[src/rtl/codec_global_params.svh]
// Command codes, field positions and reset values of the global config registers.
// Included by the design module global_pcm_pll_config; definitions only.
`ifndef CODEC_GLOBAL_PARAMS_SVH
`define CODEC_GLOBAL_PARAMS_SVH

`define CMD_RW_BIT 7
`define CMD_PLL_RD 8'h20
`define CMD_PLL_WR 8'hA0
`define CMD_RSV_RD 8'h21
`define CMD_RSV_WR 8'hA1
`define CMD_PCM_RD 8'h22
`define CMD_PCM_WR 8'hA2

`define PLL_SHUTDOWN_POS 7
`define PLL_KEEP_MASK 8'h80
`define PLL_RESET 8'h00
`define PCM_RESET 8'h00
`define RSV_READ_VALUE 8'h00

`define BYTE_BITS 4'h8
`define WORD_BITS 5'h10
`define DELAY_W 3
`define DELAY_NONE 3'h0

`endif

[src/rtl/codec_global_pkg.sv]
// Types shared by the global configuration block.
// Constants live in codec_global_params.svh.
package codec_global_pkg;

  // Highway configuration byte, MSB first
  typedef struct packed {
    logic linear_coding;
    logic [3:0] framing_opts;
    logic [2:0] frame_to_data_delay;
  } pcm_cfg_t;

  typedef enum logic [1:0] {
    PORT_CMD,
    PORT_READ,
    PORT_WRITE,
    PORT_SKIP
  } port_state_t;

endpackage

[src/rtl/pin_sync3.sv]
// Three-stage pin synchroniser with agreement filter and edge pulses.
// Assumes the input may change at any time relative to clk.
module pin_sync3 #(
  parameter logic INIT = 1'b0
) (
  input wire logic clk,
  input wire logic rst_n,
  input wire logic d,
  output logic q,
  output logic rise,
  output logic fall
);

  logic s1_r;
  logic s2_r;
  logic s3_r;

  always_ff @(posedge clk)
  begin
    if (!rst_n)
    begin
      s1_r <= INIT;
      s2_r <= INIT;
      s3_r <= INIT;
    end
    else
    begin
      s1_r <= d;
      s2_r <= s1_r;
      s3_r <= s2_r;
    end
  end

  // Level moves only once stages two and three agree
  always_ff @(posedge clk)
  begin
    if (!rst_n)
    begin
      q <= INIT;
      rise <= 1'b0;
      fall <= 1'b0;
    end
    else
    begin
      rise <= (s2_r == s3_r) && s3_r && !q;
      fall <= (s2_r == s3_r) && !s3_r && q;
      if (s2_r == s3_r)
      begin
        q <= s3_r;
      end
    end
  end

endmodule

[src/rtl/global_pcm_pll_config.sv]
// Global registers of the codec: PLL power control, a reserved location and
// the PCM highway configuration, reached through the serial microprocessor port.
// Assumes the host keeps CS_N low for a command byte plus one data byte.
//
// Summary of operation
// - PLL control register is read with 20H and written with A0H.
// - PLL shutdown bit clear keeps PLL powered (reset); set shuts it down.
// - Lower seven PLL control bits have no function and read zero.
// - Second global location is reserved: reads zero, writes ignored.
// - Highway configuration register is read with 22H and written with A2H.
// - Sample-coding bit clear selects 8-bit companded, set selects 16-bit linear.
// - Host writes zeros to reserved bits; device ignores them on readback.
`include "codec_global_params.svh"

module global_pcm_pll_config
  import codec_global_pkg::*;
(
  input wire logic REF_CLK,
  input wire logic RST_N,
  input wire logic MPI_MODE,
  input wire logic CS_N,
  input wire logic CCLK,
  input wire logic CDIN,
  output logic CDOUT,
  output logic CDOUT_OE,
  input wire logic BCLK,
  input wire logic FRAME_SYNC,
  output logic PLL_SHUTDOWN,
  output logic LINEAR_CODING,
  output pcm_cfg_t HWY_CFG,
  output logic HWY_START
);

  logic cs_n_s;
  logic cs_fall;
  logic cclk_rise;
  logic cclk_fall;
  logic din_s;
  logic bclk_rise;
  logic fs_rise;
  logic mpi_s;

  pin_sync3 #(.INIT(1'b1)) u_cs (.clk(REF_CLK), .rst_n(RST_N), .d(CS_N), .q(cs_n_s),
    .rise(), .fall(cs_fall));
  pin_sync3 u_cclk (.clk(REF_CLK), .rst_n(RST_N), .d(CCLK), .q(),
    .rise(cclk_rise), .fall(cclk_fall));
  pin_sync3 u_din (.clk(REF_CLK), .rst_n(RST_N), .d(CDIN), .q(din_s),
    .rise(), .fall());
  pin_sync3 u_bclk (.clk(REF_CLK), .rst_n(RST_N), .d(BCLK), .q(),
    .rise(bclk_rise), .fall());
  pin_sync3 u_fs (.clk(REF_CLK), .rst_n(RST_N), .d(FRAME_SYNC), .q(),
    .rise(fs_rise), .fall());
  pin_sync3 u_mode (.clk(REF_CLK), .rst_n(RST_N), .d(MPI_MODE), .q(mpi_s),
    .rise(), .fall());

  // Serial port
  port_state_t state_r;
  logic [7:0] cmd_r;
  logic [7:0] shin_r;
  logic [7:0] shout_r;
  logic [3:0] bits_r;
  logic first_fall_r;
  logic [7:0] pll_r;
  pcm_cfg_t pcm_r;
  logic [7:0] shin_nxt;
  logic byte_done;
  logic wr_commit;
  logic [7:0] rd_value;

  assign shin_nxt = {shin_r[6:0], din_s};
  assign byte_done = cclk_rise && !cs_n_s && (bits_r == (`BYTE_BITS - 4'h1));
  assign wr_commit = byte_done && (state_r == PORT_WRITE);

  // Read data: reserved bits and the reserved location read as zero
  always_comb
  begin
    case (shin_nxt)
      `CMD_PLL_RD: rd_value = pll_r & `PLL_KEEP_MASK;
      `CMD_RSV_RD: rd_value = `RSV_READ_VALUE;
      `CMD_PCM_RD: rd_value = pcm_r;
      default: rd_value = `RSV_READ_VALUE;
    endcase
  end

  always_ff @(posedge REF_CLK)
  begin
    if (!RST_N)
    begin
      state_r <= PORT_CMD;
      cmd_r <= 8'h00;
      shin_r <= 8'h00;
      bits_r <= 4'h0;
    end
    else if (cs_n_s || cs_fall)
    begin
      state_r <= PORT_CMD;
      bits_r <= 4'h0;
    end
    else if (cclk_rise)
    begin
      shin_r <= shin_nxt;
      bits_r <= byte_done ? 4'h0 : bits_r + 4'h1;
      if (byte_done)
      begin
        case (state_r)
          PORT_CMD:
          begin
            cmd_r <= shin_nxt;
            case (shin_nxt)
              `CMD_PLL_RD, `CMD_RSV_RD, `CMD_PCM_RD: state_r <= PORT_READ;
              `CMD_PLL_WR, `CMD_RSV_WR, `CMD_PCM_WR: state_r <= PORT_WRITE;
              default: state_r <= PORT_SKIP;
            endcase
          end
          default: state_r <= PORT_SKIP;
        endcase
      end
    end
  end

  // Output shifter: loaded after the command, next bit on each falling clock after the first
  always_ff @(posedge REF_CLK)
  begin
    if (!RST_N)
    begin
      shout_r <= 8'h00;
      first_fall_r <= 1'b0;
    end
    else if (byte_done && (state_r == PORT_CMD))
    begin
      shout_r <= rd_value;
      first_fall_r <= 1'b1;
    end
    else if (cclk_fall && (state_r == PORT_READ))
    begin
      first_fall_r <= 1'b0;
      if (!first_fall_r)
      begin
        shout_r <= {shout_r[6:0], 1'b0};
      end
    end
  end

  assign CDOUT = shout_r[7];
  assign CDOUT_OE = (state_r == PORT_READ) && !cs_n_s;

  // Register writes; reserved PLL bits are dropped, reserved location ignored
  always_ff @(posedge REF_CLK)
  begin
    if (!RST_N)
    begin
      pll_r <= `PLL_RESET;
      pcm_r <= `PCM_RESET;
    end
    else if (wr_commit)
    begin
      if (cmd_r == `CMD_PLL_WR)
      begin
        pll_r <= shin_nxt & `PLL_KEEP_MASK;
      end
      if (cmd_r == `CMD_PCM_WR)
      begin
        pcm_r <= shin_nxt;
      end
    end
  end

  always_ff @(posedge REF_CLK)
  begin
    if (!RST_N)
    begin
      PLL_SHUTDOWN <= 1'b0;
      LINEAR_CODING <= 1'b0;
      HWY_CFG <= `PCM_RESET;
    end
    else
    begin
      PLL_SHUTDOWN <= pll_r[`PLL_SHUTDOWN_POS];
      LINEAR_CODING <= pcm_r.linear_coding;
      HWY_CFG <= pcm_r;
    end
  end

  // Highway start after frame sync, delayed by whole bit-clock periods
  logic [`DELAY_W-1:0] delay_eff;
  logic [`DELAY_W-1:0] dly_cnt_r;
  logic dly_busy_r;

  assign delay_eff = mpi_s ? pcm_r.frame_to_data_delay : `DELAY_NONE;

  always_ff @(posedge REF_CLK)
  begin
    if (!RST_N)
    begin
      dly_cnt_r <= `DELAY_NONE;
      dly_busy_r <= 1'b0;
      HWY_START <= 1'b0;
    end
    else if (fs_rise)
    begin
      dly_cnt_r <= delay_eff;
      dly_busy_r <= (delay_eff != `DELAY_NONE);
      HWY_START <= (delay_eff == `DELAY_NONE);
    end
    else if (dly_busy_r && bclk_rise)
    begin
      dly_cnt_r <= dly_cnt_r - 3'h1;
      dly_busy_r <= (dly_cnt_r != 3'h1);
      HWY_START <= (dly_cnt_r == 3'h1);
    end
    else
    begin
      HWY_START <= 1'b0;
    end
  end

  // Checks
  logic [3:0] edges_since_fs;
  logic [2:0] delay_at_fs;

  always_ff @(posedge REF_CLK)
  begin
    if (!RST_N)
    begin
      edges_since_fs <= 4'h0;
      delay_at_fs <= 3'h0;
    end
    else if (fs_rise)
    begin
      edges_since_fs <= 4'h0;
      delay_at_fs <= delay_eff;
    end
    else if (bclk_rise && dly_busy_r)
    begin
      edges_since_fs <= edges_since_fs + 4'h1;
    end
  end
endmodule

[config.mk]
export PLATFORM = sky130hd
export DESIGN_NAME = global_pcm_pll_config
export DESIGN_NICKNAME = d
export VERILOG_FILES = /design/src/rtl/codec_global_pkg.sv /design/src/rtl/pin_sync3.sv /design/src/rtl/global_pcm_pll_config.sv
export VERILOG_INCLUDE_DIRS = /design/src /design/src/rtl
export SDC_FILE = /design/constraint.sdc
export NUM_CORES = 1
export LEC_CHECK = 0
export BUFFER_PORTS_ARGS = -buffer_cell sky130_fd_sc_hd__clkbuf_2
export CAP_MARGIN = 40
export CORE_ASPECT_RATIO = 1.4
export CORE_MARGIN = 5
export CORE_UTILIZATION = 35
export DETAILED_ROUTE_END_ITERATION = 8
export GPL_TIMING_DRIVEN = 0
export PLACE_DENSITY = 0.62
export SLEW_MARGIN = 0
export SYNTH_ARGS = -nofsm -noshare
export SYNTH_HDL_FRONTEND = slang
export SYNTH_SLANG_ARGS = --single-unit
[constraint.sdc]
create_clock -name REF_CLK -period 1.5 [get_ports REF_CLK]
set_input_delay 0.3 -clock REF_CLK [delete_from_list [all_inputs] [get_ports REF_CLK]]
set_output_delay 0.3 -clock REF_CLK [all_outputs]
set_load 0.02 [all_outputs]
Word level (Yosys, flattened, before mapping) --
Cells that the tools add are included.
Word-level totals: register bits 82, latch bits 0, RAM bits 0, memory bits (read-only) 0, bits of input ports 8, output and inout bits 13, logic and storage cells 124, memories kept 0
Cells by class: add/sub/neg operators 2, multipliers 0, div/mod/pow operators 0, $lt $le $gt $ge 0, equal/unequal tests 20, shift operators 0, muxes and demuxes 16, bitwise operators 2, reduce and logical (&&, ||, !) cells 38
Operator list (count):
- == test 8 bit (second input constant) | 5
- == test 8 x 6 -> 1 bit (second input constant) | 3
- 2-to-1 mux 8 bit | 3
- logical AND 1 bit | 17
- one-hot mux 8 bit (2 select lines) | 1
- AND reduction 2 bit | 5
- 2-to-1 mux 3 bit | 3
- == test 1 bit | 6
- logical NOT 1 bit | 6
- 2-to-1 mux 1 bit | 6
- OR reduction 3 bit | 2
- adder 4 x 1 -> 4 bit (second input constant) | 1
- == test 4 x 3 -> 1 bit (second input constant) | 1
- 2-to-1 mux 4 bit | 1
- one-hot mux 2 bit (2 select lines) | 1
- AND reduction 4 bit | 1
- nonzero test 2 bit | 2
- == test 3 x 1 -> 1 bit (second input constant) | 1
- logical NOT 3 bit | 1
- != test 3 x 1 -> 1 bit (second input constant) | 1
- nonzero test 3 bit | 1
- subtractor 3 x 1 -> 3 bit (second input constant) | 1
- == test 2 x 1 -> 1 bit (second input constant) | 1
- == test 2 bit (second input constant) | 1
- other kinds (6) | 7

Logic depth before layout (Yosys ltp) --
Gate-level depths: netlist of the first run.
word-level depth 6, depth in mapped cells 6, gate-level depth less buffers 6

By module --
A second synthesis of the first run with hierarchy kept.
Unflattened totals: cells, all modules 336, area, all modules 3355.7 um^2
Modules (own cells, without submodules):
- global_pcm_pll_config | instances 1, cells each 228, area each 2154.6 um^2, sequential area each 1061.0 um^2
- pin_sync3 (u_bclk ...) | instances 5, cells each 18, area each 201.4 um^2, sequential area each 120.1 um^2
- pin_sync3 (u_cs) | instances 1, cells each 18, area each 193.9 um^2, sequential area each 120.1 um^2

Worst setup path after synthesis of the first run --
OpenSTA, ideal clock, no wires.
path type register to register, start reg bits_r[0], end reg pcm_r[0] in the netlist's numbering, library setup time 0.126 ns, arrival 1.295 ns, data required time 1.374 ns, setup slack 0.079 ns, cell stages (with the launch flop) 7, path buffers 1, clock period less this slack 1.421 ns, cells stage by stage dfxtp_1 -> ha_1 -> and4b_1 -> nand4_1 -> buf_4 -> nand2_1 -> o21ai_0
On the way: longest elaborated chain between the ends 4
RTL lines:
- from (decl) | line global_pcm_pll_config.sv:61 | logic [3:0] bits_r;
- from (signal assigned) | line global_pcm_pll_config.sv:102 | bits_r <= byte_done ? 4'h0 : bits_r + 4'h1;
- == test 4 x 3 -> 1 bit | line global_pcm_pll_config.sv:71 | assign byte_done = cclk_rise && !cs_n_s && (bits_r == (`BYTE_BITS - 4'h1));
- logical AND 1 bit | line global_pcm_pll_config.sv:71
- logical AND 1 bit | line global_pcm_pll_config.sv:72 | assign wr_commit = byte_done && (state_r == PORT_WRITE);
- AND reduction 2 bit (no source line)
- to (signal assigned) | line global_pcm_pll_config.sv:153 | pcm_r <= `PCM_RESET;
- to (signal assigned) | line global_pcm_pll_config.sv:163 | pcm_r <= shin_nxt;
- to (decl) | line global_pcm_pll_config.sv:64 | pcm_cfg_t pcm_r;
Every way passes these cells. A chain may end at the register's enable or synchronous reset.

Final worst setup path of the first run --
start reg bits_r[0], end reg shout_r[0]
On the way: longest elaborated chain between the ends 5, elaborated cells on any way between the ends 7, those cells by class 2 x eq/ne; 1 x mux; 4 x reduce/logical
RTL lines:
- == test 4 x 3 -> 1 bit (*) | line global_pcm_pll_config.sv:71
- logical AND 1 bit (*) | line global_pcm_pll_config.sv:71
- logical AND 1 bit (*) | line global_pcm_pll_config.sv:129 | else if (byte_done && (state_r == PORT_CMD))
- != test 2 x 1 -> 1 bit (no source line) / nonzero test 2 bit (equally long branches)
- AND reduction 2 bit (no source line)
- to (signal assigned) | line global_pcm_pll_config.sv:131 | shout_r <= rd_value;
- to (signal assigned) | line global_pcm_pll_config.sv:139 | shout_r <= {shout_r[6:0], 1'b0};
- to (decl) | line global_pcm_pll_config.sv:60 | logic [7:0] shout_r;
Mark *: on every way between the ends. The rest lies on a longest branch, timed or not.

==> qor.yml, run 1 <==
grtUsageTotal_pct: 11.4
drt-pass1-iter-count: 4
drt-total-wl_um: 5680
outcome: "completed"
ys_types: 44
yosys_warnings: 0
dp_cells: 422
seq_area_frac_synth_pct: 53.2
cp-end-kind: "register"
syn_to_final_growth_pct: 21.3
startpoint: "bits_r[0]$_SDFFE_PP0P_"
hold_class: "input port to register"
ant_nets: 0
fin_cells: 444
cts-root-buf: "clkbuf_16"
viasPerCell: 4.76
num_rows: 40
power_switching_w: 0.000911
power_leakage_nw: 1.46
syn_nets: 313
die_h_um: 121
clockPowerShare_pct: 48.0
numCtsBuffers: 9
cts_max_path_buffers: 2
fin_ws_ns: 0.0152
layout.area.seq_um2: 1650
tightest_slew_ns: 0.519
max-cap-violations: 0
crit_path_end: "shout_r[0]$_SDFFE_PN0P_"
fillers: 839
dieArea_um2: 10800
overflow: 0
drive_gt1_share_pct: 19.8
timing.rr.start: "bits_r[0]$_SDFFE_PP0P_"
crit_fanout: 6
yosys.area.top_type: "dfxtp_1"
synth_top_area_share_pct: 53.2
final_nets: 351
reg2reg_slack_ns: 0.02
numClockSinks: 82
initialDrtViolationCount: 138
seq_power_share_pct: 49.8
portBuffers: 20
io_pins: 21
dp_slack_ns: -0.236
crit_arrival_ns: 1.72
synth_area_leaders: "dfxtp_1 (53%), mux2i_1 (8.4%), and2_1 (5.7%)"
antenna_found_initial: 0
internal-power_w: 0.00353
ys_seq_elements: 82
peakVddDrop_mv: 0.688
hold_ws_ns: 0.149
crit_slowest_cell: "dfxtp_2"
path_class: "register to register"
drcViolationCount: 0
place_congestion: 0.752
hold_buffers: 0
avgRoutedWirePerCell_um: 12.8
slew_headroom_pct: 65.4
finalPower_w: 0.00444
rsz0062_at_grt: "yes"
clock.fmax_mhz: 673
finalHoldViolations: 0
initial_core_util_pct: 35.8
htreeDepth: 3
drv_slew: 0
core-area_um2: 8610
synth.avg_cell_area_um2: 10.4
period_needed_ns: 1.48
p_sw_share_pct: 20.5
die-width_um: 89.3
grt_pass1_vias: 1976
required_ns: 1.73
synth_cells: 297
cts.clk_slew.worst_paths_ns: 0.06
reg2reg_depth: 6
grt_pass1_wl_um: 9470
antenna_cells: 0
startpoint_type: "register"
grt_max_degree: 15
setup_viol: 0
synth_area_um2: 3080
dp_hpwl_um: 3940
cts_tree: "done"
cp_cell_sequence: "ha_4 -> nand4b_1 -> o41ai_4 -> buf_4 -> nor3b_1 -> a21o_1"
reg2reg_to: "shout_r[0]$_SDFFE_PN0P_"
period_share_pct: 99.0
comb_power_share_pct: 2.1
clock-skew-final_ns: 0.00672
max_stage_delay_ns: 0.35
final_core_util_pct: 43.4
p_per_area_nw_per_um2: 1190
clk_latency_ns: 0.33
multi_input_area_um2: 1380
vias: 2112
min_path_cells: 2
## Yosys cell counts, drive strengths merged
cell	n
nand3	5
and3b	1
nand2	29
nor3b	3
o21ai	14
inv	8
a311oi	1
mux2i	26
a21oi	5
and4bb	1
and2	28
a31oi	1
xnor2	1
a221oi	1
nor2	11
o31ai	1
nor4	2
xor2	3
and4b	1
or3b	1
o41ai	1
nand4	3
o211ai	1
nor3	4
o2bb2ai	6
nor4b	1
dfxtp	82
clkbuf	9
nand2b	3
a211oi	2
o32ai	1
a22o	1
ha	8
and3	2
nor2b	20
a21o	1
nand4b	1
a21boi	3
buf	5
## flip-flops by register name, indices dropped and copies added (netlist names), 2 cells and up
signal and count:
HWY_CFG 8, cmd_r 8, pcm_r 8, shout_r 8, shin_r 7, bits_r 4
dly_cnt_r 3, state_r 2
## metal layers
metal	up-vias	GRT usage (%)	share of wire (%)
li1	1091	-	-
met1	983	13.2	42
met2	30	19.0	52
met3	8	3.06	3.8
met4	0	5.87	2.3
met5	-	0	0
## how the worst min path moves through the flow
stage          slack (ns)                  from                    to
3_3_place_gp         0.39  u_cs.s1_r$_SDFF_PN1_  u_cs.s2_r$_SDFF_PN1_
2_1_floorplan        0.39  u_cs.s1_r$_SDFF_PN1_  u_cs.s2_r$_SDFF_PN1_
6_report             0.15                  CS_N  u_cs.s1_r$_SDFF_PN1_
4_1_cts              0.14                  CS_N  u_cs.s1_r$_SDFF_PN1_
5_1_grt              0.17                  CS_N  u_cs.s1_r$_SDFF_PN1_
3_5_place_dp         0.39  u_cs.s1_r$_SDFF_PN1_  u_cs.s2_r$_SDFF_PN1_
## cell usage in the layout, fill, tap and decap left out, types with 2 or more instances in the layout
| master | Yosys | routed |
|---|---|---|
| nand4_1 | 3 | 3 |
| nand3_1 | 4 | 4 |
| o21ai_2 | 2 | 2 |
| clkbuf_2 | 1 | 19 |
| nand2_1 | 29 | 28 |
| nor2b_1 | 20 | 20 |
| buf_6 | 0 | 3 |
| a21boi_0 | 3 | 3 |
| a211oi_1 | 2 | 2 |
| nor3b_1 | 3 | 2 |
| o2bb2ai_1 | 6 | 6 |
| and3_1 | 2 | 2 |
| dfxtp_1 | 82 | 77 |
| ha_1 | 8 | 7 |
| clkbuf_1 | 8 | 8 |
| o21ai_0 | 12 | 12 |
| nand2b_1 | 3 | 3 |
| clkbuf_16 | 0 | 9 |
| a21oi_1 | 5 | 5 |
| nor2_1 | 11 | 11 |
| nor3_1 | 2 | 2 |
| inv_1 | 8 | 8 |
| xor2_1 | 3 | 3 |
| dfxtp_2 | 0 | 4 |
| buf_4 | 3 | 9 |
| and2_1 | 28 | 28 |
| nor3_4 | 2 | 2 |
| clkinv_2 | 0 | 2 |
| mux2i_1 | 26 | 26 |
| inv_6 | 0 | 2 |
## power by group through the flow
| stage | logic (W) | clock network (W) | registers [W] |
|---|---|---|---|
| 2_1_floorplan | 0.0000628 | 0 | 0.00226 |
| 3_3_place_gp | 0.0000953 | 0 | 0.00226 |
| 3_5_place_dp | 0.0000967 | 0 | 0.00226 |
| 4_1_cts | 0.0000983 | 0.00220 | 0.00221 |
| 5_1_grt | 0.000109 | 0.00228 | 0.00221 |
| 6_report | 0.0000951 | 0.00213 | 0.00221 |
## stage by stage
stage / TNS, ns / instance area (um2)
floorplan: 0 / 3080
global placement: -3.22 / 3320
detailed placement: -3.70 / 3320
CTS: 0 / 3680
global route: -0.402 / 3740
finish: 0 / 3740
## critical path, delay by kind of cell, from the launching register on
| kind | cells | cell delay, ns |
|---|---|---|
| AO/OA/AOI/OAI | 2 | 0.47 |
| adder cells (fa/ha/maj) | 1 | 0.14 |
| buffers and inverters | 1 | 0.20 |
| flip-flops | 1 | 0.35 |
| AND/OR/NAND/NOR | 2 | 0.21 |
## logic make-up (layout without fill, tap and decap cells)
kind of cell	count (synthesis)	in the layout	synth area share, %
adder cells (fa/ha/maj)	8	8	3.25
XOR/XNOR	4	4	1.14
multiplexers	26	26	8.44
buffers and inverters	22	64	3.16
AND/OR/NAND/NOR	116	116	21.6
AO/OA/AOI/OAI	39	39	9.21
flip-flops	82	82	53.2
## layout make-up
type / count / area share, %
clock inverters: 6 / 1.74
flip-flops and latches: 82 / 44.1
multi-input cells: 193 / 37.0
well taps: 105 / 3.51
plain buffers: 12 / 1.71
clock buffers: 9 / 6.02
repair buffers: 29 / 5.09
inverters: 8 / 0.803
## timing repair
action | 4_1_cts | 5_1_grt
pin swaps | 5 | 2
cloned | 0 | 1
setup endpoints to repair | 26 | 23
resized for setup | 13 | 7
buffers inserted | 6 | 2
No activity file was read; power rests on OpenSTA's default activity.
==> inputs of run 2 (changes only) <==
- CORE_UTILIZATION: 35 -> 45
- PLACE_DENSITY: 0.62 -> 0.74
==> qor.yml, run 2 (synthesis gave the netlist of run 1 again) <==
outcome: "completed"
comb_power_share_pct: 2.4  # +0.3 points
initial_core_util_pct: 46.6  # +11 points
clockPowerShare_pct: 41.5  # -6.5 points
path_class: "register to register"
cts.clk_slew.worst_paths_ns: 0.08  # +0.02 ns
seq_power_share_pct: 56.1  # +6.3 points
numClockSinks: 82  # unchanged
drcViolationCount: 0  # unchanged
internal-power_w: 0.00308  # -13%
htreeDepth: 3  # unchanged
place_congestion: 0.830  # +10%
final_nets: 351  # unchanged
max_stage_delay_ns: 0.45  # +0.10 ns
overflow: 0  # unchanged
clk_latency_ns: 0.35  # +0.02 ns
initialDrtViolationCount: 117  # -15%
clock.fmax_mhz: 673  # about the same
met3_usage_pct: 3.25  # +0.19 points
portBuffers: 20  # unchanged
grt_pass1_vias: 2023  # +2.4%
drt-total-wl_um: 5440  # -4.2%
use_met1_pct: 16.5  # +3.3 points
tightest_slew_ns: 0.491  # -0.0278 ns
numCtsBuffers: 9  # unchanged
tns_ns: 0  # unchanged
required_ns: 1.77  # +0.04 ns
dieArea_um2: 8630  # -20%
final_common_cell: "dfxtp_1"
cp-end-kind: "register"
slew_headroom_pct: 67.3  # +1.9 points
cts_tree: "done"
crit_arrival_ns: 1.75  # +0.03 ns
period_share_pct: 99.0  # about the same
crit_slowest_cell: "or3b_2"
period_needed_ns: 1.48  # +0.00000980 ns
die-width_um: 80.0  # -10%
dp_cells: 409  # -3.1%
setup_viol: 0  # unchanged
fin_ws_ns: 0.0151  # -0.00000980 ns
die_h_um: 108  # -11%
grt_most_used_layer: "met2"
use_met2_pct: 24.3  # +5.4 points
grt_max_degree: 16  # +1
finalHoldViolations: 0  # unchanged
fin_cells: 432  # -2.7%
ant_nets: 0  # unchanged
syn_to_final_growth_pct: 19.3
crit_fanout: 5  # -1
antenna_found_initial: 0  # unchanged
viasPerCell: 4.95  # +4.0%
power_leakage_nw: 1.44  # -1.4%
dp_hpwl_um: 3810  # -3.4%
cts_max_path_buffers: 2  # unchanged
cp_cell_sequence: "ha_4 -> nand4b_1 -> nor2_1 -> or3b_2 -> a21oi_1"
drv_slew: 0  # unchanged
io_pins: 21  # unchanged
p_per_area_nw_per_um2: 1070  # -9.8%
cts-root-buf: "clkbuf_8"
fillers: 563  # -33%
avgRoutedWirePerCell_um: 12.6  # -1.5%
max-cap-violations: 0  # unchanged
final_cell_mix: "dfxtp_1 (77), and2_1 (28), nand2_1 (27)"
antenna_cells: 0  # unchanged
startpoint_type: "register"
vias: 2137  # +1.2%
p_sw_share_pct: 21.9  # +1.4 points
drt-pass1-iter-count: 4  # unchanged
core-area_um2: 6610  # -23%
dp_slack_ns: -0.220  # +0.0158 ns
rsz0062_at_grt: "yes"
drive_gt1_share_pct: 21.8  # +2.0 points
grtUsageTotal_pct: 14.2  # +2.7 points
power_switching_w: 0.000864  # -5.2%
hold_class: "input port to register"
grt_pass1_wl_um: 9490  # +0.30%
clock-skew-final_ns: 0.0133  # +0.00656 ns
num_rows: 35  # -13%
peakVddDrop_mv: 0.622  # -9.6%
## run 2: power groups by stage
stage	Clock (W)	Sequential [W]	Combinational [W]
finish	0.00163	0.00221	0.0000961
global route	0.00178	0.00221	0.000110
CTS	0.00167	0.00221	0.0000956
detailed placement	0	0.00226	0.0000953
global placement	0	0.00226	0.0000928
floorplan	0	0.00226	0.0000628
## run 2: final timing paths
kind | slack, ns | depth (start not counted) | endpoint | startpoint
setup / recovery | 0.02 | 5 | bits_r[0]$_SDFFE_PP0P_ | bits_r[1]$_SDFFE_PP0P_
hold / removal | 0.13 | 2 | u_cs.s1_r$_SDFF_PN1_ | CS_N
setup reg to reg | 0.02 | 5 | bits_r[0]$_SDFFE_PP0P_ | bits_r[1]$_SDFFE_PP0P_
hold reg to reg | 0.41 | 1 | u_cs.s2_r$_SDFF_PN1_ | u_cs.s1_r$_SDFF_PN1_
## run 2: per-stage QoR
| stage | total power, W | instance area (um2) | utilization [%] | hold WS (ns) |
|---|---|---|---|---|
| after detailed placement | 0.00235 | 3300 | 49.9 | 0.398 |
| final | 0.00394 | 3680 | 55.6 | 0.134 |
| after CTS | 0.00397 | 3560 | 53.9 | 0.125 |
| after global routing | 0.00410 | 3680 | 55.6 | 0.133 |
| after floorplan | 0.00232 | 3080 | - | 0.386 |
| after global placement | 0.00235 | 3300 | 49.9 | 0.389 |
## run 2: layout make-up
class	count	area (um2)	area share, %
Tap cell	92	115	3.13
Inverter	8	30.0	0.816
Buffer	12	63.8	1.73
Clock buffer	10	138	3.74
Sequential cell	82	1650	44.9
Clock inverter	6	71.3	1.94
Timing Repair Buffer	29	201	5.48
Multi-Input combinational cell	193	1410	38.3
## run 2: critical path: cells and delay by family, from the launching register on
kind | cells | cell delay (ns)
simple gates | 3 | 0.75
fa+ha+maj | 1 | 0.16
flops | 1 | 0.37
compound gates | 1 | 0.12
## run 2: what timing repair did
| action | in CTS | in global routing |
|---|---|---|
| resized for setup | 10 | 21 |
| setup endpoints to repair | 26 | 33 |
| pin swaps | 3 | 8 |
| hold buffers | 0 | 0 |
| setup buffers | 4 | 4 |
| gates cloned | 0 | 1 |
## run 2: routing by layer
layer / vias up / wire, um
met3: 10 / 232
li1: 1086 / -
met1: 1000 / 2290
met2: 41 / 2800
met5: - / 0
met4: 0 / 113
==> inputs of run 3 (changes only) <==
- CORE_UTILIZATION: 45 -> 40
- PLACE_DENSITY: 0.74 -> 0.68
==> qor.yml, run 3 (synthesis gave the netlist of run 1 again) <==
dieArea_um2: 9590  # +11%
initial_core_util_pct: 40.3  # -6.4 points
final_area_um2: 3630  # -1.2%
crit_family: "simple AND/OR/NAND/NOR gates"
ant_nets: 0  # unchanged
slew_headroom_pct: 67.4  # +0.11 points
path_class: "register to register"
clk_latency_ns: 0.34  # about the same
crit_buf_inv: 0  # unchanged
io_pins: 21  # unchanged
min-delay-start: "CS_N"
numClockSinks: 82  # unchanged
max_stage_delay_ns: 0.39  # -0.06 ns
drt-total-wl_um: 5410  # -0.50%
grt_pass1_vias: 2056  # +1.6%
finalHoldViolations: 0  # unchanged
initialDrtViolationCount: 116  # -0.85%
dpl-instance-area_um2: 3310  # +0.30%
grt_pass1_wl_um: 9510  # +0.15%
final_nets: 349  # -0.57%
clock-skew-final_ns: 0.0101  # -0.00316 ns
core-area_um2: 7650  # +16%
tightest_slew_ns: 0.489  # -0.00169 ns
cp_cell_sequence: "nor4b_1 -> nand2_1 -> nor3_4 -> o2bb2ai_1"
grt_max_degree: 14  # -2
portBuffers: 20  # unchanged
cp-end-kind: "register"
overflow: 0  # unchanged
num_rows: 38  # +8.6%
final_common_cell: "dfxtp_1"
fillers: 731  # +30%
grtUsageTotal_pct: 12.5  # -1.6 points
period_share_pct: 97.5  # -1.5 points
antenna_found_initial: 0  # unchanged
hold_end: "u_cs.s1_r$_SDFF_PN1_"
period_needed_ns: 1.46  # -0.0227 ns
hold_ws_ns: 0.140  # +0.00608 ns
peakVddDrop_mv: 0.708  # +14%
dp_cells: 417  # +2.0%
crit_slowest_cell: "dfxtp_1"
syn_to_final_growth_pct: 17.8
max-cap-violations: 0  # unchanged
antenna_cells: 0  # unchanged
final_core_util_pct: 47.5  # -8.2 points
power_leakage_nw: 1.41  # -1.9%
startpoint_type: "register"
drcViolationCount: 0  # unchanged
cts_max_path_buffers: 2  # unchanged
die_h_um: 114  # +5.5%
reg2reg_depth: 4  # -1
min_path_cells: 2  # unchanged
required_ns: 1.77  # about the same
outcome: "completed"
crit_arrival_ns: 1.74  # about the same
drv_slew: 0  # unchanged
final_cell_mix: "dfxtp_1 (77), nand2_1 (29), and2_1 (28)"
crit_fanout: 7  # +2
fin_cells: 437  # +1.2%
cts.clk_slew.worst_paths_ns: 0.08  # about the same
vias: 2083  # -2.5%
numCtsBuffers: 9  # unchanged
setup_viol: 0  # unchanged
rsz0062_at_grt: "yes"
p_per_area_nw_per_um2: 1110  # +3.2%
hold_buffers: 0  # unchanged
reg2reg_to: "shout_r[1]$_SDFFE_PN0P_"
drt-pass1-iter-count: 4  # unchanged
place_congestion: 0.799  # -3.7%
reg2reg_slack_ns: 0.04  # +0.02 ns
htreeDepth: 3  # unchanged
clock.fmax_mhz: 684  # +1.5%
viasPerCell: 4.77  # -3.6%
dp_hpwl_um: 3830  # +0.62%
die-width_um: 84.2  # +5.3%
cts_tree: "done"
hold_class: "input port to register"
avgRoutedWirePerCell_um: 12.4  # -1.6%
timing.rr.start: "u_din.q$_SDFFE_PN0N_"
cts-root-buf: "clkbuf_8"
drive_gt1_share_pct: 19.0  # -2.8 points
run 3: cell count changes in the layout (fill, tap and decap cells not counted), moves of 2 or more:
cell and change:
o2bb2ai_2 -3, nor3b_2 -2, nand2_1 +2, nand2_2 -2, o2bb2ai_1 +3, inv_6 -2, o21ai_0 +2, buf_6 -5
buf_4 +4
run 3: worst max path at each step:
stage	startpoint	to	slack (ns)	cells past startpoint
after CTS	bits_r[0]$_SDFFE_PP0P_	shout_r[0]$_SDFFE_PN0P_	0.007	6
after global routing	bits_r[1]$_SDFFE_PP0P_	cmd_r[3]$_SDFFE_PN0P_	-0.06	5
after detailed placement	bits_r[0]$_SDFFE_PP0P_	pcm_r[1]$_SDFFE_PN0P_	-0.28	6
final	u_din.q$_SDFFE_PN0N_	shout_r[1]$_SDFFE_PN0P_	0.04	4
after global placement	bits_r[0]$_SDFFE_PP0P_	pcm_r[1]$_SDFFE_PN0P_	-0.22	6
after floorplan	bits_r[0]$_SDFFE_PP0P_	pcm_r[0]$_SDFFE_PN0P_	0.08	6
run 3: power by group:
part           internal (W)  total [W]  switching (W)
Combinational     0.0000427  0.0000929      0.0000502
Sequential          0.00220    0.00221      0.0000128
Clock              0.000977    0.00171       0.000736
run 3: metal layers:
layer	share of wire [%]	global-route usage [%]	wire length, um	vias to the layer above
li1	-	-	-	1080
met4	2.0	6.55	108	0
met2	51	21.5	2770	29
met1	43	13.9	2340	968
met5	0	0	0	-
met3	3.6	3.90	197	6
run 3: final cells by class:
class                           count  area [um2]  area share [%]
Clock buffer                       11         141            3.89
Timing Repair Buffer               27         155            4.27
Buffer                             12        63.8            1.76
Sequential cell                    82        1650            45.4
Tap cell                          100         125            3.44
Multi-Input combinational cell    193        1390            38.3
Clock inverter                      4        76.3            2.10
Inverter                            8        30.0           0.826
run 3: stage by stage:
stage / TNS [ns] / total power (W) / worst slack (ns)
2_1_floorplan: 0 / 0.00232 / 0.0790
3_3_place_gp: -3.11 / 0.00235 / -0.224
3_5_place_dp: -3.51 / 0.00235 / -0.279
4_1_cts: 0 / 0.00407 / 0.00671
5_1_grt: -0.417 / 0.00419 / -0.0599
6_report: 0 / 0.00402 / 0.0378
run 3: timing repair:
| item | 4_1_cts | 5_1_grt |
|---|---|---|
| gates resized for setup | 11 | 7 |
| pin swaps | 5 | 3 |
| endpoints found under the setup margin | 26 | 25 |
| buffers inserted | 5 | 2 |
run 3: worst register-to-register path: stages, from the launching register on:
cell	delay, ns
dfxtp_1	0.39
nor4b_1	0.35
nand2_1	0.17
nor3_4	0.34
o2bb2ai_1	0.15
